--- src/common/hti_pkg.sv ---
// shared constants for the humidity/temperature command port
package hti_pkg;

    // system clock
    localparam int CLK_PERIOD_NS = 100;

    // bus address and command codes
    localparam logic [6:0]  I2C_ADDR          = 7'h70;
    localparam logic [15:0] CMD_MEAS_CS_TFIRST = 16'h7ca2;
    localparam logic [15:0] CMD_MEAS_CS_HFIRST = 16'h5c24;
    localparam logic [15:0] CMD_MEAS_NS_TFIRST = 16'h7866;
    localparam logic [15:0] CMD_MEAS_NS_HFIRST = 16'h58e0;
    localparam logic [15:0] CMD_SOFT_RESET     = 16'h805d;
    localparam logic [15:0] CMD_READ_ID        = 16'hefc8;

    // check byte
    localparam logic [7:0] CRC_POLY = 8'h31;
    localparam logic [7:0] CRC_INIT = 8'hff;

    // identification word layout: [15:6] free content, [5:0] product code
    localparam int ID_CODE_LSB = 0;
    localparam int ID_CODE_W   = 6;
    localparam int ID_FREE_LSB = 6;
    localparam int ID_FREE_W   = 10;
    // arbitrary values, not those of any real part
    localparam logic [5:0] ID_CODE_RESET = 6'h07;
    localparam logic [9:0] ID_FREE_RESET = 10'h000;

    // worst-case timings, rounded down to whole cycles
    localparam int T_PU_NS   = 239000;
    localparam int T_SR_NS   = 230000;
    localparam int T_MEAS_NS = 14400000;
    localparam int PU_CYC    = (T_PU_NS / CLK_PERIOD_NS) < 1 ? 1 : T_PU_NS / CLK_PERIOD_NS;
    localparam int SR_CYC    = (T_SR_NS / CLK_PERIOD_NS) < 1 ? 1 : T_SR_NS / CLK_PERIOD_NS;
    localparam int MEAS_CYC  = (T_MEAS_NS / CLK_PERIOD_NS) < 1 ? 1 : T_MEAS_NS / CLK_PERIOD_NS;

    // protocol states
    typedef enum logic [2:0] {
        ST_IDLE,
        ST_ADDR,
        ST_CMD,
        ST_ACK_WR,
        ST_ACK_RD,
        ST_STRETCH,
        ST_TX,
        ST_MACK
    } hti_state_t;

endpackage

--- src/hdl/hti_cmd_port.sv ---
`timescale 1ns/1ns
// How it works
// answer only address 0x70; writes carry commands
// ack by pulling sda low after eighth fall
// two command bytes, each acked separately
// measurement starts at command acknowledge
// 0x7ca2, 0x5c24 stretch; temperature or humidity first
// 0x7866, 0x58e0 no stretch; order likewise
// headers unacked while measuring, unless stretching
// stretching: ack read, hold scl, then send
// after measurement: word, crc, word, crc
// missing master ack stops transmission
// readout order follows starting command
// master may nack any byte early
// master should nack after second word's data
// 0x805d in idle resets everything, reloads
// 0xefc8 then read gives id word, crc
// id bits 5:0 fixed code, rest free
// idle after power-up and between activities
// transfers open with start; stop optional
// master keeps scl at or below 400 khz
// master only pulls lines low
// master should stay quiet during measurement
// check byte crc-8, poly 0x31, init 0xff
// words msb byte first, bits msb first
// results kept until new command or reset
module hti_cmd_port #(
    parameter int               MEAS_CYCLES = hti_pkg::MEAS_CYC,
    parameter logic [9:0]       ID_FREE     = hti_pkg::ID_FREE_RESET,
    parameter logic [5:0]       ID_CODE     = hti_pkg::ID_CODE_RESET
) (
    input  wire logic           clk_sys_in,
    input  wire logic           rst_n_in,
    input  wire logic           scl_in,
    input  wire logic           sda_in,
    input  wire logic [15:0]    humidity_in,
    input  wire logic [15:0]    temperature_in,
    output logic                scl_out,
    output logic                scl_oe_out,
    output logic                sda_out,
    output logic                sda_oe_out,
    output logic                meas_start_out,
    output logic                measuring_out,
    output logic                idle_out
);
    import hti_pkg::*;

    hti_state_t  state_reg;
    logic        scl_s1, scl_s2, scl_s3;
    logic        sda_s1, sda_s2, sda_s3;
    logic [7:0]  rx_sh_reg, tx_sh_reg;
    logic [3:0]  bit_cnt_reg;
    logic [1:0]  cmd_cnt_reg, tx_pos_reg;
    logic [15:0] cmd_reg;
    logic        tx_wsel_reg, more_reg, stretch_mode_reg, temp_first_reg, id_sel_reg, setup_reg;
    logic        soft_rst_reg, cmd_ok_reg, meas_reg, valid_reg, low_reg;
    logic [31:0] meas_cnt_reg;
    logic [11:0] boot_cnt_reg;
    logic [15:0] hum_reg, temp_reg;
    logic        scl_rise, scl_fall, start_cond, stop_cond, booting;
    logic [15:0] first_word, cur_word;
    logic [7:0]  cur_crc, cur_byte;
    logic        last_byte;
    logic        addr_hit;

    // two flops per pin before use; the third only feeds edge detection
    always_ff @(posedge clk_sys_in) begin
        if (!rst_n_in) begin
            {scl_s3, scl_s2, scl_s1} <= 3'h7;
            {sda_s3, sda_s2, sda_s1} <= 3'h7;
        end else begin
            {scl_s3, scl_s2, scl_s1} <= {scl_s2, scl_s1, scl_in};
            {sda_s3, sda_s2, sda_s1} <= {sda_s2, sda_s1, sda_in};
        end
    end

    // bus events
    assign scl_rise   = scl_s2 & ~scl_s3;
    assign scl_fall   = ~scl_s2 & scl_s3;
    assign start_cond = scl_s2 & scl_s3 & sda_s3 & ~sda_s2;
    assign stop_cond  = scl_s2 & scl_s3 & ~sda_s3 & sda_s2;
    assign booting    = (boot_cnt_reg != 12'h000);
    assign addr_hit   = (rx_sh_reg[7:1] == I2C_ADDR) && !booting;

    // byte source: word order, then hi, lo, crc of each word
    assign first_word = id_sel_reg ? {ID_FREE, ID_CODE} :
                        (temp_first_reg ? temp_reg : hum_reg);
    assign cur_word   = tx_wsel_reg ? (temp_first_reg ? hum_reg : temp_reg) : first_word;
    assign cur_byte   = (tx_pos_reg == 2'd0) ? cur_word[15:8] :
                        (tx_pos_reg == 2'd1) ? cur_word[7:0] : cur_crc;
    // id readout ends after one word, measurements after two
    assign last_byte  = (tx_pos_reg == 2'd2) && (id_sel_reg || tx_wsel_reg);

    hti_crc8 u_crc (
        .word_in (cur_word),
        .crc_out (cur_crc)
    );

    // protocol engine; soft reset drops every transfer in progress
    always_ff @(posedge clk_sys_in) begin
        soft_rst_reg   <= 1'b0;
        cmd_ok_reg     <= 1'b0;
        meas_start_out <= 1'b0;
        if (!rst_n_in || soft_rst_reg) begin
            state_reg        <= ST_IDLE;
            {rx_sh_reg, tx_sh_reg} <= 16'h0000;
            bit_cnt_reg      <= 4'h0;
            {cmd_cnt_reg, tx_pos_reg} <= 4'h0;
            cmd_reg          <= 16'h0000;
            {tx_wsel_reg, more_reg, stretch_mode_reg, temp_first_reg, id_sel_reg, setup_reg} <= 6'h00;
            {scl_oe_out, sda_oe_out} <= 2'h0;
        end else if (start_cond) begin
            state_reg   <= ST_ADDR;
            bit_cnt_reg <= 4'h0;
            {scl_oe_out, sda_oe_out} <= 2'h0;
        end else if (stop_cond) begin
            state_reg  <= ST_IDLE;
            {scl_oe_out, sda_oe_out} <= 2'h0;
        end else begin
            case (state_reg)
                ST_IDLE: begin
                    sda_oe_out <= 1'b0;
                end
                ST_ADDR, ST_CMD: begin
                    if (scl_rise) begin
                        rx_sh_reg   <= {rx_sh_reg[6:0], sda_s2};
                        bit_cnt_reg <= bit_cnt_reg + 4'h1;
                    end else if (scl_fall && bit_cnt_reg == 4'h8) begin
                        state_reg  <= ST_IDLE;
                        tx_pos_reg <= 2'h0;
                        tx_wsel_reg <= 1'b0;
                        if (state_reg == ST_CMD) begin
                            cmd_reg     <= {cmd_reg[7:0], rx_sh_reg};
                            cmd_cnt_reg <= cmd_cnt_reg + 2'h1;
                            sda_oe_out  <= 1'b1;
                            state_reg   <= ST_ACK_WR;
                        end else if (addr_hit && !rx_sh_reg[0] && !meas_reg) begin
                            cmd_cnt_reg <= 2'h0;
                            sda_oe_out  <= 1'b1;
                            state_reg   <= ST_ACK_WR;
                        end else if (addr_hit && rx_sh_reg[0] &&
                                     ((meas_reg && stretch_mode_reg) ||
                                      (!meas_reg && (valid_reg || id_sel_reg)))) begin
                            sda_oe_out <= 1'b1;
                            state_reg  <= ST_ACK_RD;
                        end
                    end
                end
                ST_ACK_WR: begin
                    if (scl_fall) begin
                        sda_oe_out  <= 1'b0;
                        bit_cnt_reg <= 4'h0;
                        state_reg   <= ST_CMD;
                        if (cmd_cnt_reg == 2'h2) begin
                            // command acts once its second byte is acknowledged
                            state_reg <= ST_IDLE;
                            case (cmd_reg)
                                CMD_MEAS_CS_TFIRST, CMD_MEAS_CS_HFIRST,
                                CMD_MEAS_NS_TFIRST, CMD_MEAS_NS_HFIRST: begin
                                    meas_start_out   <= 1'b1;
                                    cmd_ok_reg       <= 1'b1;
                                    id_sel_reg       <= 1'b0;
                                    stretch_mode_reg <= (cmd_reg == CMD_MEAS_CS_TFIRST) ||
                                                        (cmd_reg == CMD_MEAS_CS_HFIRST);
                                    temp_first_reg   <= (cmd_reg == CMD_MEAS_CS_TFIRST) ||
                                                        (cmd_reg == CMD_MEAS_NS_TFIRST);
                                end
                                CMD_READ_ID: begin
                                    id_sel_reg <= 1'b1;
                                    cmd_ok_reg <= 1'b1;
                                end
                                CMD_SOFT_RESET: begin
                                    soft_rst_reg <= 1'b1;
                                end
                                default: begin
                                end
                            endcase
                        end
                    end
                end
                ST_ACK_RD: begin
                    if (scl_fall) begin
                        bit_cnt_reg <= 4'h0;
                        if (meas_reg) begin
                            sda_oe_out <= 1'b0;
                            scl_oe_out <= 1'b1;
                            state_reg  <= ST_STRETCH;
                        end else begin
                            tx_sh_reg  <= cur_byte;
                            sda_oe_out <= ~cur_byte[7];
                            state_reg  <= ST_TX;
                        end
                    end
                end
                ST_STRETCH: begin
                    // present the first bit, then free scl one cycle later for setup
                    if (setup_reg) begin
                        setup_reg  <= 1'b0;
                        scl_oe_out <= 1'b0;
                        state_reg  <= ST_TX;
                    end else if (!meas_reg && valid_reg) begin
                        tx_sh_reg  <= cur_byte;
                        sda_oe_out <= ~cur_byte[7];
                        setup_reg  <= 1'b1;
                    end
                end
                ST_TX: begin
                    if (scl_rise) begin
                        bit_cnt_reg <= bit_cnt_reg + 4'h1;
                    end else if (scl_fall) begin
                        if (bit_cnt_reg == 4'h8) begin
                            sda_oe_out <= 1'b0;
                            state_reg  <= ST_MACK;
                        end else begin
                            tx_sh_reg  <= {tx_sh_reg[6:0], 1'b0};
                            sda_oe_out <= ~tx_sh_reg[6];
                        end
                    end
                end
                ST_MACK: begin
                    if (scl_rise) begin
                        more_reg <= ~sda_s2 && !last_byte;
                        if (tx_pos_reg == 2'd2) begin
                            tx_pos_reg  <= 2'd0;
                            tx_wsel_reg <= 1'b1;
                        end else begin
                            tx_pos_reg <= tx_pos_reg + 2'd1;
                        end
                    end else if (scl_fall) begin
                        bit_cnt_reg <= 4'h0;
                        if (more_reg) begin
                            tx_sh_reg  <= cur_byte;
                            sda_oe_out <= ~cur_byte[7];
                            state_reg  <= ST_TX;
                        end else begin
                            state_reg <= ST_IDLE;
                        end
                    end
                end
                default: begin
                    state_reg <= ST_IDLE;
                end
            endcase
        end
    end

    // measurement timer; results latch at its end and stay until a new command
    always_ff @(posedge clk_sys_in) begin
        if (!rst_n_in || soft_rst_reg) begin
            meas_reg     <= 1'b0;
            valid_reg    <= 1'b0;
            meas_cnt_reg <= 32'h0000_0000;
            {hum_reg, temp_reg} <= 32'h0000_0000;
        end else if (meas_start_out) begin
            meas_reg     <= 1'b1;
            valid_reg    <= 1'b0;
            meas_cnt_reg <= 32'(MEAS_CYCLES);
        end else if (cmd_ok_reg) begin
            valid_reg <= 1'b0;
        end else if (meas_reg && meas_cnt_reg <= 32'h0000_0001) begin
            meas_reg  <= 1'b0;
            valid_reg <= 1'b1;
            {hum_reg, temp_reg} <= {humidity_in, temperature_in};
        end else if (meas_reg) begin
            meas_cnt_reg <= meas_cnt_reg - 32'h0000_0001;
        end
    end

    // power-up and soft-reset reload window: no header is acknowledged
    always_ff @(posedge clk_sys_in) begin
        if (!rst_n_in) begin
            boot_cnt_reg <= 12'(PU_CYC);
        end else if (soft_rst_reg) begin
            boot_cnt_reg <= 12'(SR_CYC);
        end else if (booting) begin
            boot_cnt_reg <= boot_cnt_reg - 12'h001;
        end
    end

    // status outputs; line levels are open drain, so driven value is always low
    always_ff @(posedge clk_sys_in) begin
        if (!rst_n_in) begin
            measuring_out <= 1'b0;
            idle_out      <= 1'b0;
            low_reg       <= 1'b0;
        end else begin
            measuring_out <= meas_reg;
            idle_out      <= (state_reg == ST_IDLE) && !meas_reg && !booting;
            low_reg       <= 1'b0;
        end
    end

    assign scl_out = low_reg;
    assign sda_out = low_reg;
endmodule

--- src/hdl/hti_crc8.sv ---
`timescale 1ns/1ns
// crc-8 over a 16-bit word, msb first, no reflection, no final xor
module hti_crc8 (
    input  wire logic [15:0] word_in,
    output logic      [7:0]  crc_out
);
    import hti_pkg::*;

    function automatic logic [7:0] crc_of(input logic [15:0] w);
        logic [7:0] c;
        c = CRC_INIT;
        for (int i = 15; i >= 0; i--) begin
            if (c[7] ^ w[i]) begin
                c = {c[6:0], 1'b0} ^ CRC_POLY;
            end else begin
                c = {c[6:0], 1'b0};
            end
        end
        return c;
    endfunction

    assign crc_out = crc_of(word_in);
endmodule

--- config.mk ---
export PLATFORM = sky130hd
export DESIGN_NAME = hti_cmd_port
export DESIGN_NICKNAME = d
export VERILOG_FILES = /design/src/common/hti_pkg.sv /design/src/hdl/hti_cmd_port.sv /design/src/hdl/hti_crc8.sv
export SDC_FILE = /design/constraint.sdc
export NUM_CORES = 1
export LEC_CHECK = 0
export BUFFER_PORTS_ARGS = -buffer_cell sky130_fd_sc_hd__buf_2
export CAP_MARGIN = 20
export CORE_AREA = 3 3 191 119
export CTS_CLUSTER_SIZE = 16
export DETAILED_ROUTE_END_ITERATION = 10
export DIE_AREA = 0 0 194 122
export GPL_ROUTABILITY_DRIVEN = 0
export GPL_TIMING_DRIVEN = 0
export PLACE_DENSITY_LB_ADDON = 0.08
export SLEW_MARGIN = 20
export SYNTH_ARGS = -nofsm -noshare
export SYNTH_HDL_FRONTEND = slang
export SYNTH_SLANG_ARGS = --single-unit
--- constraint.sdc ---
create_clock -name clk_sys_in -period 7.05 [get_ports clk_sys_in]
set_input_delay 0 -clock clk_sys_in [delete_from_list [all_inputs] [get_ports clk_sys_in]]
set_output_delay 0 -clock clk_sys_in [all_outputs]
set_load 0.005 [all_outputs]
Word level (Yosys, flattened, before mapping):

Cells that the tools add are included.

* register bits after elaboration: 139
* output and inout port bits: 7

* add/sub/neg operators: 5
* order comparisons: 1
* equality and inequality tests: 50
* mux-type cells: 104
* bitwise gates (word level): 53
* reduce and logical (&&, ||, !) cells: 69

Operators with widths (number)
* two-way mux 6 bit: 16
* two-way mux 18 bit: 4
* two-way mux 7 bit: 10
* == test 16 x 15 -> 1 bit, second input constant: 4
* two-way mux 16 bit: 4
* inverter 3 bit: 15
* inequality test 4 bit, second input constant: 11
* two-way mux 3 bit: 14
* inequality test 2 bit, second input constant: 20
* two-way mux 1 bit: 33
* == test 16 bit, second input constant: 2
* <= comparator 32 x 1 -> 1 bit, second input constant: 1
* subtractor 32 x 1 -> 32 bit, second input constant: 1
* AND reduction 6 bit: 5
* one-hot mux 7 bit (4 select lines): 1
* AND reduction 11 bit: 2
* two-way mux 9 bit: 2
* one-hot mux 3 bit (6 select lines): 1
* two-way mux 2 bit: 8
* two-way mux 8 bit: 2
* inverter 1 bit: 16
* AND reduction 4 bit: 4
* logical AND 1 bit: 14
* nonzero test 2 bit: 7
* 38 further kinds: 85

Depth between registers and ports, before layout:

Gate-level depths: netlist of run 1.

* depth in word-level cells: 41
* mapped depth: 10
* gate-level depth less buffers: 10

By module:

Synthesis of run 1 repeated with hierarchy kept, for this count alone.

* cells, all modules: 877
* area total of the unflattened synthesis: 7193.1 um2

By module, submodules not included
* hti_cmd_port: instances 1, cells an instance 843, area each 6810.3 um2, sequential area each 2782.7 um2
* hti_crc8: instances 1, cells an instance 34, area each 382.9 um2, sequential area each 0.0 um2

Worst setup path before layout of run 1:

OpenSTA, ideal clock, no wires.

* path kind: flip-flop to flip-flop
* from: register temp_first_reg
* to: register tx_sh_reg[5]
* setup time: 122 ps
* data arrival time: 2451 ps
* data required time: 6928 ps
* path slack: 4477 ps
* cell stages (with the launch flop): 9
* period minus slack after synthesis: 2573 ps
* path through: dfxtp_1 > mux2_4 > buf_6 > a22o_2 > xor2_2 > xnor3_1 > xnor2_1 > xnor2_1 > o311a_1

* cells in the longest elaborated chain, start to end: 27

Ends and longest elaborated chain
* start, declared: line hti_cmd_port.sv:55 `logic tx_wsel_reg, more_reg, stretch_mode_reg, temp_first_reg, id_sel_reg, setup_reg;`
* start signal, assigned: line hti_cmd_port.sv:165 `temp_first_reg <= (cmd_reg == CMD_MEAS_CS_TFIRST) ||`
* two-way mux 16 bit: line hti_cmd_port.sv:87 `(temp_first_reg ? temp_reg : hum_reg);`
* two-way mux 16 bit: line hti_cmd_port.sv:86 `assign first_word = id_sel_reg ? {ID_FREE, ID_CODE} :`
* two-way mux 16 bit (*): line hti_cmd_port.sv:88 `assign cur_word = tx_wsel_reg ? (temp_first_reg ? hum_reg : temp_reg) : first_word;`
* XOR 1 bit: line hti_crc8.sv:13 `if (c[7] ^ w[i]) begin`
* two-way mux 6 bit (4 in a row): line hti_crc8.sv:13
* inverter 3 bit (no line)
* two-way mux 6 bit: line hti_crc8.sv:13
* inverter 3 bit (no line)
* [... 8 more ...]
* inverter 3 bit (no line)
* two-way mux 6 bit: line hti_crc8.sv:13
* two-way mux 8 bit: line hti_cmd_port.sv:90 `(tx_pos_reg == 2'd1) ? cur_word[7:0] : cur_crc;`
* two-way mux 8 bit (*): line hti_cmd_port.sv:89 `assign cur_byte = (tx_pos_reg == 2'd0) ? cur_word[15:8] :`
* two-way mux 7 bit: line hti_cmd_port.sv:231 `if (more_reg) begin`
* two-way mux 7 bit: line hti_cmd_port.sv:229 `end else if (scl_fall) begin`
* two-way mux 7 bit: line hti_cmd_port.sv:221 `if (scl_rise) begin`
* one-hot mux 7 bit (4 select lines) (*): line hti_cmd_port.sv:120 `case (state_reg)`
* end signal, assigned: line hti_cmd_port.sv:202 `tx_sh_reg <= cur_byte;`
* end signal, assigned: line hti_cmd_port.sv:215 `tx_sh_reg <= {tx_sh_reg[6:0], 1'b0};`
* end signal, assigned: line hti_cmd_port.sv:232 `tx_sh_reg <= cur_byte;`
* end, declared: line hti_cmd_port.sv:51 `logic [7:0] rx_sh_reg, tx_sh_reg;`

Every way passes the cells marked *; elsewhere a longest branch is shown, timed or not. The select of a mux whose other input is x is not followed.
A chain may end at the register's enable or synchronous reset.

Worst setup path after layout of run 1:

* from: register meas_cnt_reg[24]
* to: register temp_reg[5]

* cells in the longest elaborated chain, start to end: 3

Ends and longest elaborated chain
* start, declared: line hti_cmd_port.sv:57 `logic [31:0] meas_cnt_reg;`
* start signal, assigned: line hti_cmd_port.sv:257 `meas_cnt_reg <= 32'(MEAS_CYCLES);`
* start signal, assigned: line hti_cmd_port.sv:265 `meas_cnt_reg <= meas_cnt_reg - 32'h0000_0001;`
* <= comparator 32 x 1 -> 1 bit: line hti_cmd_port.sv:260 `end else if (meas_reg && meas_cnt_reg <= 32'h0000_0001) begin`
* logical AND 1 bit: line hti_cmd_port.sv:260
* AND reduction 3 bit (no line)
* end signal, assigned: line hti_cmd_port.sv:263 `{hum_reg, temp_reg} <= {humidity_in, temperature_in};`
* end, declared: line hti_cmd_port.sv:59 `logic [15:0] hum_reg, temp_reg;`

Every way passes these cells.

==> metrics.txt, run 1 <==
# TYPE chip_impl_metric gauge
chip_impl_info{name="outcome",value="completed"} 1
chip_impl_metric{name="flow.area_growth_from_synthesis",unit="%"} 21.64
chip_impl_metric{name="seq_area",unit="um^2"} 2783
chip_impl_metric{name="drc",unit=""} 0
chip_impl_metric{name="syn_area",unit="um^2"} 6917
chip_impl_info{name="ys_dominant_reg_cell",value="dfxtp_1"} 1
chip_impl_metric{name="antenna_violations_before_repair",unit=""} 0
chip_impl_metric{name="hold_path_depth",unit=""} 3
chip_impl_metric{name="timing_max_transition_violations_final",unit=""} 0
chip_impl_metric{name="worst_r2r_path_depth",unit=""} 8
chip_impl_metric{name="first_global_vias",unit=""} 5970
chip_impl_metric{name="fraction_of_registers_with_async_set_or_reset_after_synthesis",unit="%"} 0
chip_impl_metric{name="grt_start_max_net_pins",unit=""} 17
chip_impl_metric{name="hold-worst-slack",unit="ns"} 0.3049
chip_impl_metric{name="die_area",unit="um^2"} 23670
chip_impl_metric{name="power.ir.vdd_worst",unit="mV"} 0.1640
chip_impl_metric{name="post_route_cells_drive_above_1_share",unit="%"} 12.37
chip_impl_metric{name="finalHoldViolations",unit=""} 0
chip_impl_metric{name="insertion_delay",unit="ns"} 0.43
chip_impl_metric{name="chipWidth",unit="um"} 194
chip_impl_metric{name="synth_cell_types",unit=""} 80
chip_impl_metric{name="timing.final.crit_share",unit="%"} 41.88
chip_impl_metric{name="grt-ovfl-total",unit=""} 0
chip_impl_metric{name="maxSlewHeadroom",unit="%"} 31.61
chip_impl_metric{name="count_of_flip_flops_with_a_built_in_enable_after_synthesis",unit=""} 0
chip_impl_metric{name="htree_num_levels",unit=""} 4
chip_impl_metric{name="average_cell_area_after_synthesis",unit="um^2"} 8.353
chip_impl_metric{name="yosysWarningCount",unit=""} 0
chip_impl_metric{name="die_h",unit="um"} 122
chip_impl_info{name="ordered_list_of_cells_on_the_worst_path",value="or4_1 > or4_4 > nand4b_1 > or3_1 > clkbuf_1 > buf_2 > nand2_1 > a21oi_1"} 1
chip_impl_metric{name="grt_first_pass_wirelength",unit="um"} 32760
chip_impl_metric{name="setup_tns",unit="ns"} 0
chip_impl_metric{name="route.vias.total",unit=""} 6190
chip_impl_metric{name="crit_buf_inv",unit=""} 2
chip_impl_info{name="hp-class",value="input port to flip-flop"} 1
chip_impl_info{name="most-common-layout-cells",value="dfxtp_1 (139), nand2_1 (137), nor2_1 (92), a21oi_1 (90), buf_2 (47)"} 1
chip_impl_metric{name="largest_register_ffs",unit=""} 32
chip_impl_metric{name="worst_ep_required_time",unit="ns"} 7.33
chip_impl_metric{name="initial_core_util",unit="%"} 33.05
chip_impl_metric{name="drv_cap",unit=""} 0
chip_impl_metric{name="wire_length_reported_by_the_detailed_router",unit="um"} 20320
chip_impl_metric{name="leakage",unit="nW"} 3.062
chip_impl_metric{name="fillerInstances",unit=""} 2141
chip_impl_metric{name="timing.critical_path.arrival",unit="ns"} 3.23
chip_impl_metric{name="antenna_diode_count",unit=""} 0
chip_impl_metric{name="worst_pin_slew",unit="ns"} 1.018
chip_impl_metric{name="fp-row-count",unit=""} 41
chip_impl_info{name="timing.critical_path.from_type",value="flip-flop"} 1
chip_impl_metric{name="cts_made_buffers",unit=""} 17
chip_impl_info{name="cpMaxStageDelayCell",value="or4_1"} 1
chip_impl_metric{name="detail_route.first_pass.iterations",unit=""} 6
chip_impl_metric{name="multi_input_comb_area",unit="um^2"} 3891
chip_impl_info{name="final_common_cell",value="dfxtp_1"} 1
chip_impl_info{name="setup.worst_path.class",value="flip-flop to flip-flop"} 1
chip_impl_metric{name="synth_cells",unit=""} 828
chip_impl_metric{name="clk_pin_slew_worst_paths",unit="ns"} 0.06
chip_impl_metric{name="ctsLongestPathBuffers",unit=""} 2
chip_impl_metric{name="totalPowerFinal",unit="mW"} 1.750
chip_impl_metric{name="critPathMaxStageDelay",unit="ns"} 0.65
chip_impl_info{name="worstSetupEndpointType",value="flip-flop"} 1
chip_impl_metric{name="drt_iter0_drc",unit=""} 371
chip_impl_metric{name="dpl_cell_area",unit="um^2"} 7482
chip_impl_metric{name="io_pins",unit=""} 43
chip_impl_metric{name="grtUsageTotal",unit="%"} 17.79
chip_impl_metric{name="route.detailed.wl_per_inst",unit="um"} 16.70
chip_impl_metric{name="power_per_cell_area",unit="nW/um^2"} 208.0
chip_impl_metric{name="worstSetupPathDepth",unit=""} 8
chip_impl_metric{name="yosys_register_bits",unit=""} 139
chip_impl_metric{name="cts.repair_timing.setup_buffer_count",unit=""} 0
chip_impl_metric{name="buffer_ports.inserted",unit=""} 40
chip_impl_metric{name="max_freq",unit="MHz"} 338.7
chip_impl_metric{name="setup_failing_eps_final",unit=""} 0
chip_impl_metric{name="detail_route.vias_per_cell",unit=""} 5.086
chip_impl_metric{name="hpwlAfterDp",unit="um"} 15130
chip_impl_info{name="cts_tree",value="built"} 1
chip_impl_metric{name="clock_sink_count",unit=""} 139
chip_impl_metric{name="detail-route-antenna-nets",unit=""} 0
chip_impl_metric{name="fin_skew",unit="ns"} 0.01062
chip_impl_metric{name="critical_path.max_fanout",unit=""} 10
chip_impl_metric{name="fp.coreArea",unit="um^2"} 20930
chip_impl_info{name="clk_root_buffer_cell",value="clkbuf_16"} 1
chip_impl_info{name="path_delay_family",value="simple AND/OR/NAND/NOR gates"} 1
chip_impl_metric{name="finish.net_count",unit=""} 967
chip_impl_info{name="rsz0062_at_grt",value="false"} 1
chip_impl_metric{name="post-route-cell-area",unit="um^2"} 8413
chip_impl_metric{name="final.min_clock_period",unit="ns"} 2.953
chip_impl_metric{name="synth.yosys.seq_area_share",unit="%"} 40.23
==> cells by family after synthesis <==
| logic type | count (synthesis) | synth area share [%] |
|---|---|---|
| simple gates | 364 | 25.85 |
| compound gates | 176 | 15.79 |
| flops | 139 | 40.23 |
| xor+xnor | 68 | 10.65 |
| buf+inv | 56 | 3.636 |
| mux | 18 | 2.695 |
| fa+ha+maj | 6 | 1.085 |
| other cells | 1 | 0.05422 |
==> cell type report <==
cell class | instances | area share [%]
Sequential cell | 139 | 33.08
Multi-Input combinational cell | 634 | 46.25
Inverter | 12 | 0.5354
Clock inverter | 11 | 1.309
Timing Repair Buffer | 77 | 6.752
Clock buffer | 21 | 5.473
Tap cell | 279 | 4.149
Buffer | 44 | 2.454
==> timing repair <==
action                    4_1_cts  5_1_grt
hold endpoints to repair       36        0
resized for setup               0        0
hold buffers                   36        0
==> worst paths after layout <==
check / end / slack (ns) / start
worst max register to register: temp_reg[5] / 4.10 / meas_cnt_reg[24]
worst max-delay path: temp_reg[5] / 4.10 / meas_cnt_reg[24]
worst min-delay path: scl_s1 / 0.30 / scl_in
worst min register to register: scl_s2 / 0.42 / scl_s1
==> report_power, final <==
group	leakage (nW)	total [mW]	internal (mW)	switching, mW
combinational	1.68	0.0739	0.0336	0.0403
clock	0.265	0.882	0.509	0.373
sequential	1.12	0.794	0.790	0.00404
total	3.06	1.75	1.33	0.417
==> worst register-to-register path, delay by kind of cell, from the launching register on <==
kind,cells,cell delay [ns]
DFF,1,0.36
buffers and inverters,2,0.36
and+or+nand+nor,5,2.01
AOI/OAI and AO/OA,1,0.06
==> metal layers <==
layer	GRT usage [%]	routed length, um	vias to the layer above
met4	4.662	218	0
met1	27.96	11410	2954
met2	24.30	7682	153
met5	0	0	-
met3	3.510	1010	16
li1	-	-	3067
==> synthesized netlist by cell type (3+ instances only) <==
library cell  count  area (um^2)
a211oi_1          7        52.55
a21oi_1          90        450.4
a22o_1           10        87.58
a31oi_1           4        25.02
buf_2             7        35.03
clkbuf_1         30        112.6
dfxtp_1         139         2783
ha_1              6        75.07
inv_1            12        45.04
mux2i_1          16        160.2
nand2_1         137        514.2
nand2b_1         20        125.1
nand3_1          12        60.06
nand3b_1          5        37.54
nand4_1           6        37.54
nand4b_1          3        26.28
nor2_1           92        345.3
nor2b_1          10        62.56
nor3_1           23        115.1
nor4_1           11        68.82
o211ai_1          5        37.54
o21a_1            5        37.54
o21ai_0          23        115.1
o21bai_1          3        22.52
o22ai_1           5        31.28
o31ai_1           3        22.52
or2_2             4        25.02
or3_1            10        62.56
or4_1             3        22.52
or4_4             3        33.78
xnor2_1          31        271.5
xnor2_2           3        48.80
xnor3_1           7        157.7
xor2_1           25        219.0
==> through the flow <==
step                instances  setup slack [ns]  util (%)
CTS                      1217             4.076     40.20
global placement         1148             4.134     35.69
detailed placement       1149             4.099     35.75
floorplan                 829             4.477         -
finish                   1217             4.097     40.20
global route             1217             3.888     40.20
(Power assumes the default switching activity.)
==> inputs of run 2 (changes only) <==
Clock period 7.05 ns to 2.63 ns, I/O delays scaled along.
==> run 2 against run 1 <==
  * The flow now finishes with violations (negative setup slack)
  * Flip-flop and latch count did not move
  * Hold slack improved by 0.0019 ns
  * Die area did not move
  * Sequential share of layout area fell by 1.8 points
  * Via count rose by 1.9%
  * Combinational power rose to 2.7 times the previous value
  * First-iteration DRC count fell by 1.9%
  * Critical path type unchanged
==> metrics.txt, run 2 (same netlist as run 1, synthesis figures left out) <==
# TYPE chip_impl_metric gauge
chip_impl_metric{name="power.ir.vdd_worst",unit="mV"} 0.4392
chip_impl_metric{name="fp.coreArea",unit="um^2"} 20930
chip_impl_info{name="timing.critical_path.from_type",value="flip-flop"} 1
chip_impl_info{name="cts_tree",value="built"} 1
chip_impl_metric{name="power_per_cell_area",unit="nW/um^2"} 525.4
chip_impl_metric{name="maxSlewHeadroom",unit="%"} 41.08
chip_impl_metric{name="detail_route.first_pass.iterations",unit=""} 5
chip_impl_metric{name="fin_ws",unit="ns"} -0.02700
chip_impl_metric{name="largest_register_ffs",unit=""} 32
chip_impl_info{name="hp-class",value="input port to flip-flop"} 1
chip_impl_metric{name="worst_ep_required_time",unit="ns"} 2.99
chip_impl_metric{name="timing.critical_path.arrival",unit="ns"} 3.02
chip_impl_metric{name="finish.net_count",unit=""} 989
chip_impl_metric{name="grt_use_met1",unit="%"} 28.08
chip_impl_metric{name="drv_cap",unit=""} 0
chip_impl_metric{name="timing.final.crit_share",unit="%"} 101.0
chip_impl_metric{name="ctsLongestPathBuffers",unit=""} 2
chip_impl_metric{name="insertion_delay",unit="ns"} 0.43
chip_impl_metric{name="wire_length_reported_by_the_detailed_router",unit="um"} 21180
chip_impl_metric{name="detail_route.vias_per_cell",unit=""} 5.090
chip_impl_metric{name="hold-worst-slack",unit="ns"} 0.3069
chip_impl_metric{name="fillerInstances",unit=""} 2093
chip_impl_metric{name="htree_num_levels",unit=""} 4
chip_impl_metric{name="buffer_ports.inserted",unit=""} 40
chip_impl_metric{name="fp-row-count",unit=""} 41
chip_impl_metric{name="hpwlAfterDp",unit="um"} 15130
chip_impl_metric{name="worst_pin_slew",unit="ns"} 0.8838
chip_impl_metric{name="flow.area_growth_from_synthesis",unit="%"} 29.43
chip_impl_info{name="grt_most_used_layer",value="met1"} 1
chip_impl_metric{name="drt_iter0_drc",unit=""} 364
chip_impl_metric{name="die_area",unit="um^2"} 23670
chip_impl_metric{name="setup_failing_eps_final",unit=""} 1
chip_impl_metric{name="fin_skew",unit="ns"} 0.01272
chip_impl_metric{name="antenna_diode_count",unit=""} 0
chip_impl_metric{name="crit_buf_inv",unit=""} 0
chip_impl_metric{name="timing_max_transition_violations_final",unit=""} 0
chip_impl_metric{name="grt_first_pass_wirelength",unit="um"} 33310
chip_impl_info{name="rsz0062_at_grt",value="true"} 1
chip_impl_info{name="most-common-layout-cells",value="nand2_1 (136), dfxtp_1 (129), nor2_1 (92), a21oi_1 (78), buf_2 (41)"} 1
chip_impl_metric{name="leakage",unit="nW"} 3.262
chip_impl_info{name="violations",value="negative setup slack"} 1
chip_impl_metric{name="drc",unit=""} 0
chip_impl_metric{name="route.vias.total",unit=""} 6306
chip_impl_info{name="clk_root_buffer_cell",value="clkbuf_16"} 1
chip_impl_metric{name="cts_made_buffers",unit=""} 17
chip_impl_metric{name="route.detailed.wl_per_inst",unit="um"} 17.09
chip_impl_metric{name="final.min_clock_period",unit="ns"} 2.657
chip_impl_metric{name="finalHoldViolations",unit=""} 0
chip_impl_info{name="ordered_list_of_cells_on_the_worst_path",value="or4_4 > or3_4 > or3b_4 > nor4_4 > nand2_2 > or3_1 > a21oi_2"} 1
chip_impl_metric{name="clk_pin_slew_worst_paths",unit="ns"} 0.06
chip_impl_metric{name="io_pins",unit=""} 43
chip_impl_info{name="path_delay_family",value="simple AND/OR/NAND/NOR gates"} 1
chip_impl_metric{name="groute.layer.met3.usage",unit="%"} 3.704
chip_impl_info{name="final_common_cell",value="nand2_1"} 1
chip_impl_metric{name="grt_start_max_net_pins",unit=""} 17
chip_impl_metric{name="setup_tns",unit="ns"} -0.02700
chip_impl_metric{name="chipWidth",unit="um"} 194
chip_impl_metric{name="max_freq",unit="MHz"} 376.4
chip_impl_metric{name="critical_path.max_fanout",unit=""} 6
chip_impl_metric{name="initial_core_util",unit="%"} 33.05
chip_impl_metric{name="antenna_violations_before_repair",unit=""} 0
chip_impl_info{name="outcome",value="finished, violations left"} 1
chip_impl_metric{name="detail-route-antenna-nets",unit=""} 0
chip_impl_metric{name="critPathMaxStageDelay",unit="ns"} 0.53
chip_impl_metric{name="first_global_vias",unit=""} 6094
chip_impl_metric{name="grt-ovfl-total",unit=""} 0
chip_impl_info{name="cpMaxStageDelayCell",value="or4_4"} 1
chip_impl_metric{name="globalRouteMet2Util",unit="%"} 24.91
chip_impl_metric{name="die_h",unit="um"} 122
chip_impl_info{name="worstSetupEndpointType",value="flip-flop"} 1
chip_impl_metric{name="clock_sink_count",unit=""} 139
chip_impl_metric{name="post_route_cells_drive_above_1_share",unit="%"} 20.52
chip_impl_info{name="setup.worst_path.class",value="flip-flop to flip-flop"} 1
chip_impl_metric{name="grtUsageTotal",unit="%"} 18.06
run 2: cell types whose count changed in the layout (fill, tap and decap cells not counted), moves of 6 or more:
cell	change
dfxtp_2	+9
a21oi_1	-12
a22o_1	-8
buf_2	-6
buf_4	+21
a21oi_2	+12
dfxtp_1	-10
run 2: stage by stage:
step | cells | instance area, um^2 | worst slack, ns | util [%] | total power [mW]
after floorplan | 829 | 6920 | 0.05683 | - | 2.258
after global placement | 1148 | 7470 | -0.2856 | 35.69 | 2.326
after detailed placement | 1149 | 7482 | -0.3207 | 35.75 | 2.330
after CTS | 1230 | 8695 | -0.07378 | 41.54 | 4.752
after global routing | 1239 | 8952 | -0.1130 | 42.77 | 4.855
final | 1239 | 8952 | -0.02700 | 42.77 | 4.704
run 2: final timing paths:
path	startpoint	to	slack, ns	cells after the start
hold reg to reg	scl_s1	scl_s2	0.42	1
hold / removal	scl_in	scl_s1	0.31	3
setup reg to reg	meas_cnt_reg[9]	meas_cnt_reg[31]	-0.03	7
setup / recovery	meas_cnt_reg[9]	meas_cnt_reg[31]	-0.03	7
run 2: repair_timing:
item	CTS	global route
gates resized for setup	41	48
hold buffers	36	0
endpoints found under the hold margin	36	0
gates cloned	0	1
endpoints found under the setup margin	67	78
pin swaps	16	11
setup buffers	14	8
run 2: worst register-to-register path, cell delays in order, from the launching register on:
cell and delay [ns]:
dfxtp_2 0.33, or4_4 0.53, or3_4 0.38, or3b_4 0.42, nor4_4 0.24, nand2_2 0.17
or3_1 0.37, a21oi_2 0.15
run 2: area by class of cell:
class	count	area (um^2)	share of cell area, %
well taps	279	349.1	3.899
flip-flops and latches	139	2798	31.25
plain buffers	43	256.5	2.865
inverters	12	45.04	0.5031
repair buffers	100	765.7	8.553
clock inverters	11	110.1	1.230
multi-input cells	634	4168	46.55
clock buffers	21	460.4	5.143
run 2: layer usage:
layer | part of all wire (%) | vias up | wire (um)
li1 | - | 3105 | -
met1 | 55 | 3040 | 11680
met2 | 39 | 144 | 8331
met3 | 4.5 | 17 | 960
met4 | 0.97 | 0 | 206
met5 | 0 | - | 0
run 2: where the power goes:
group	leakage, nW	internal [mW]	total (mW)	switching, mW
logic	1.87	0.0909	0.202	0.111
registers	1.13	2.12	2.13	0.0111
clock network	0.265	1.36	2.37	1.01
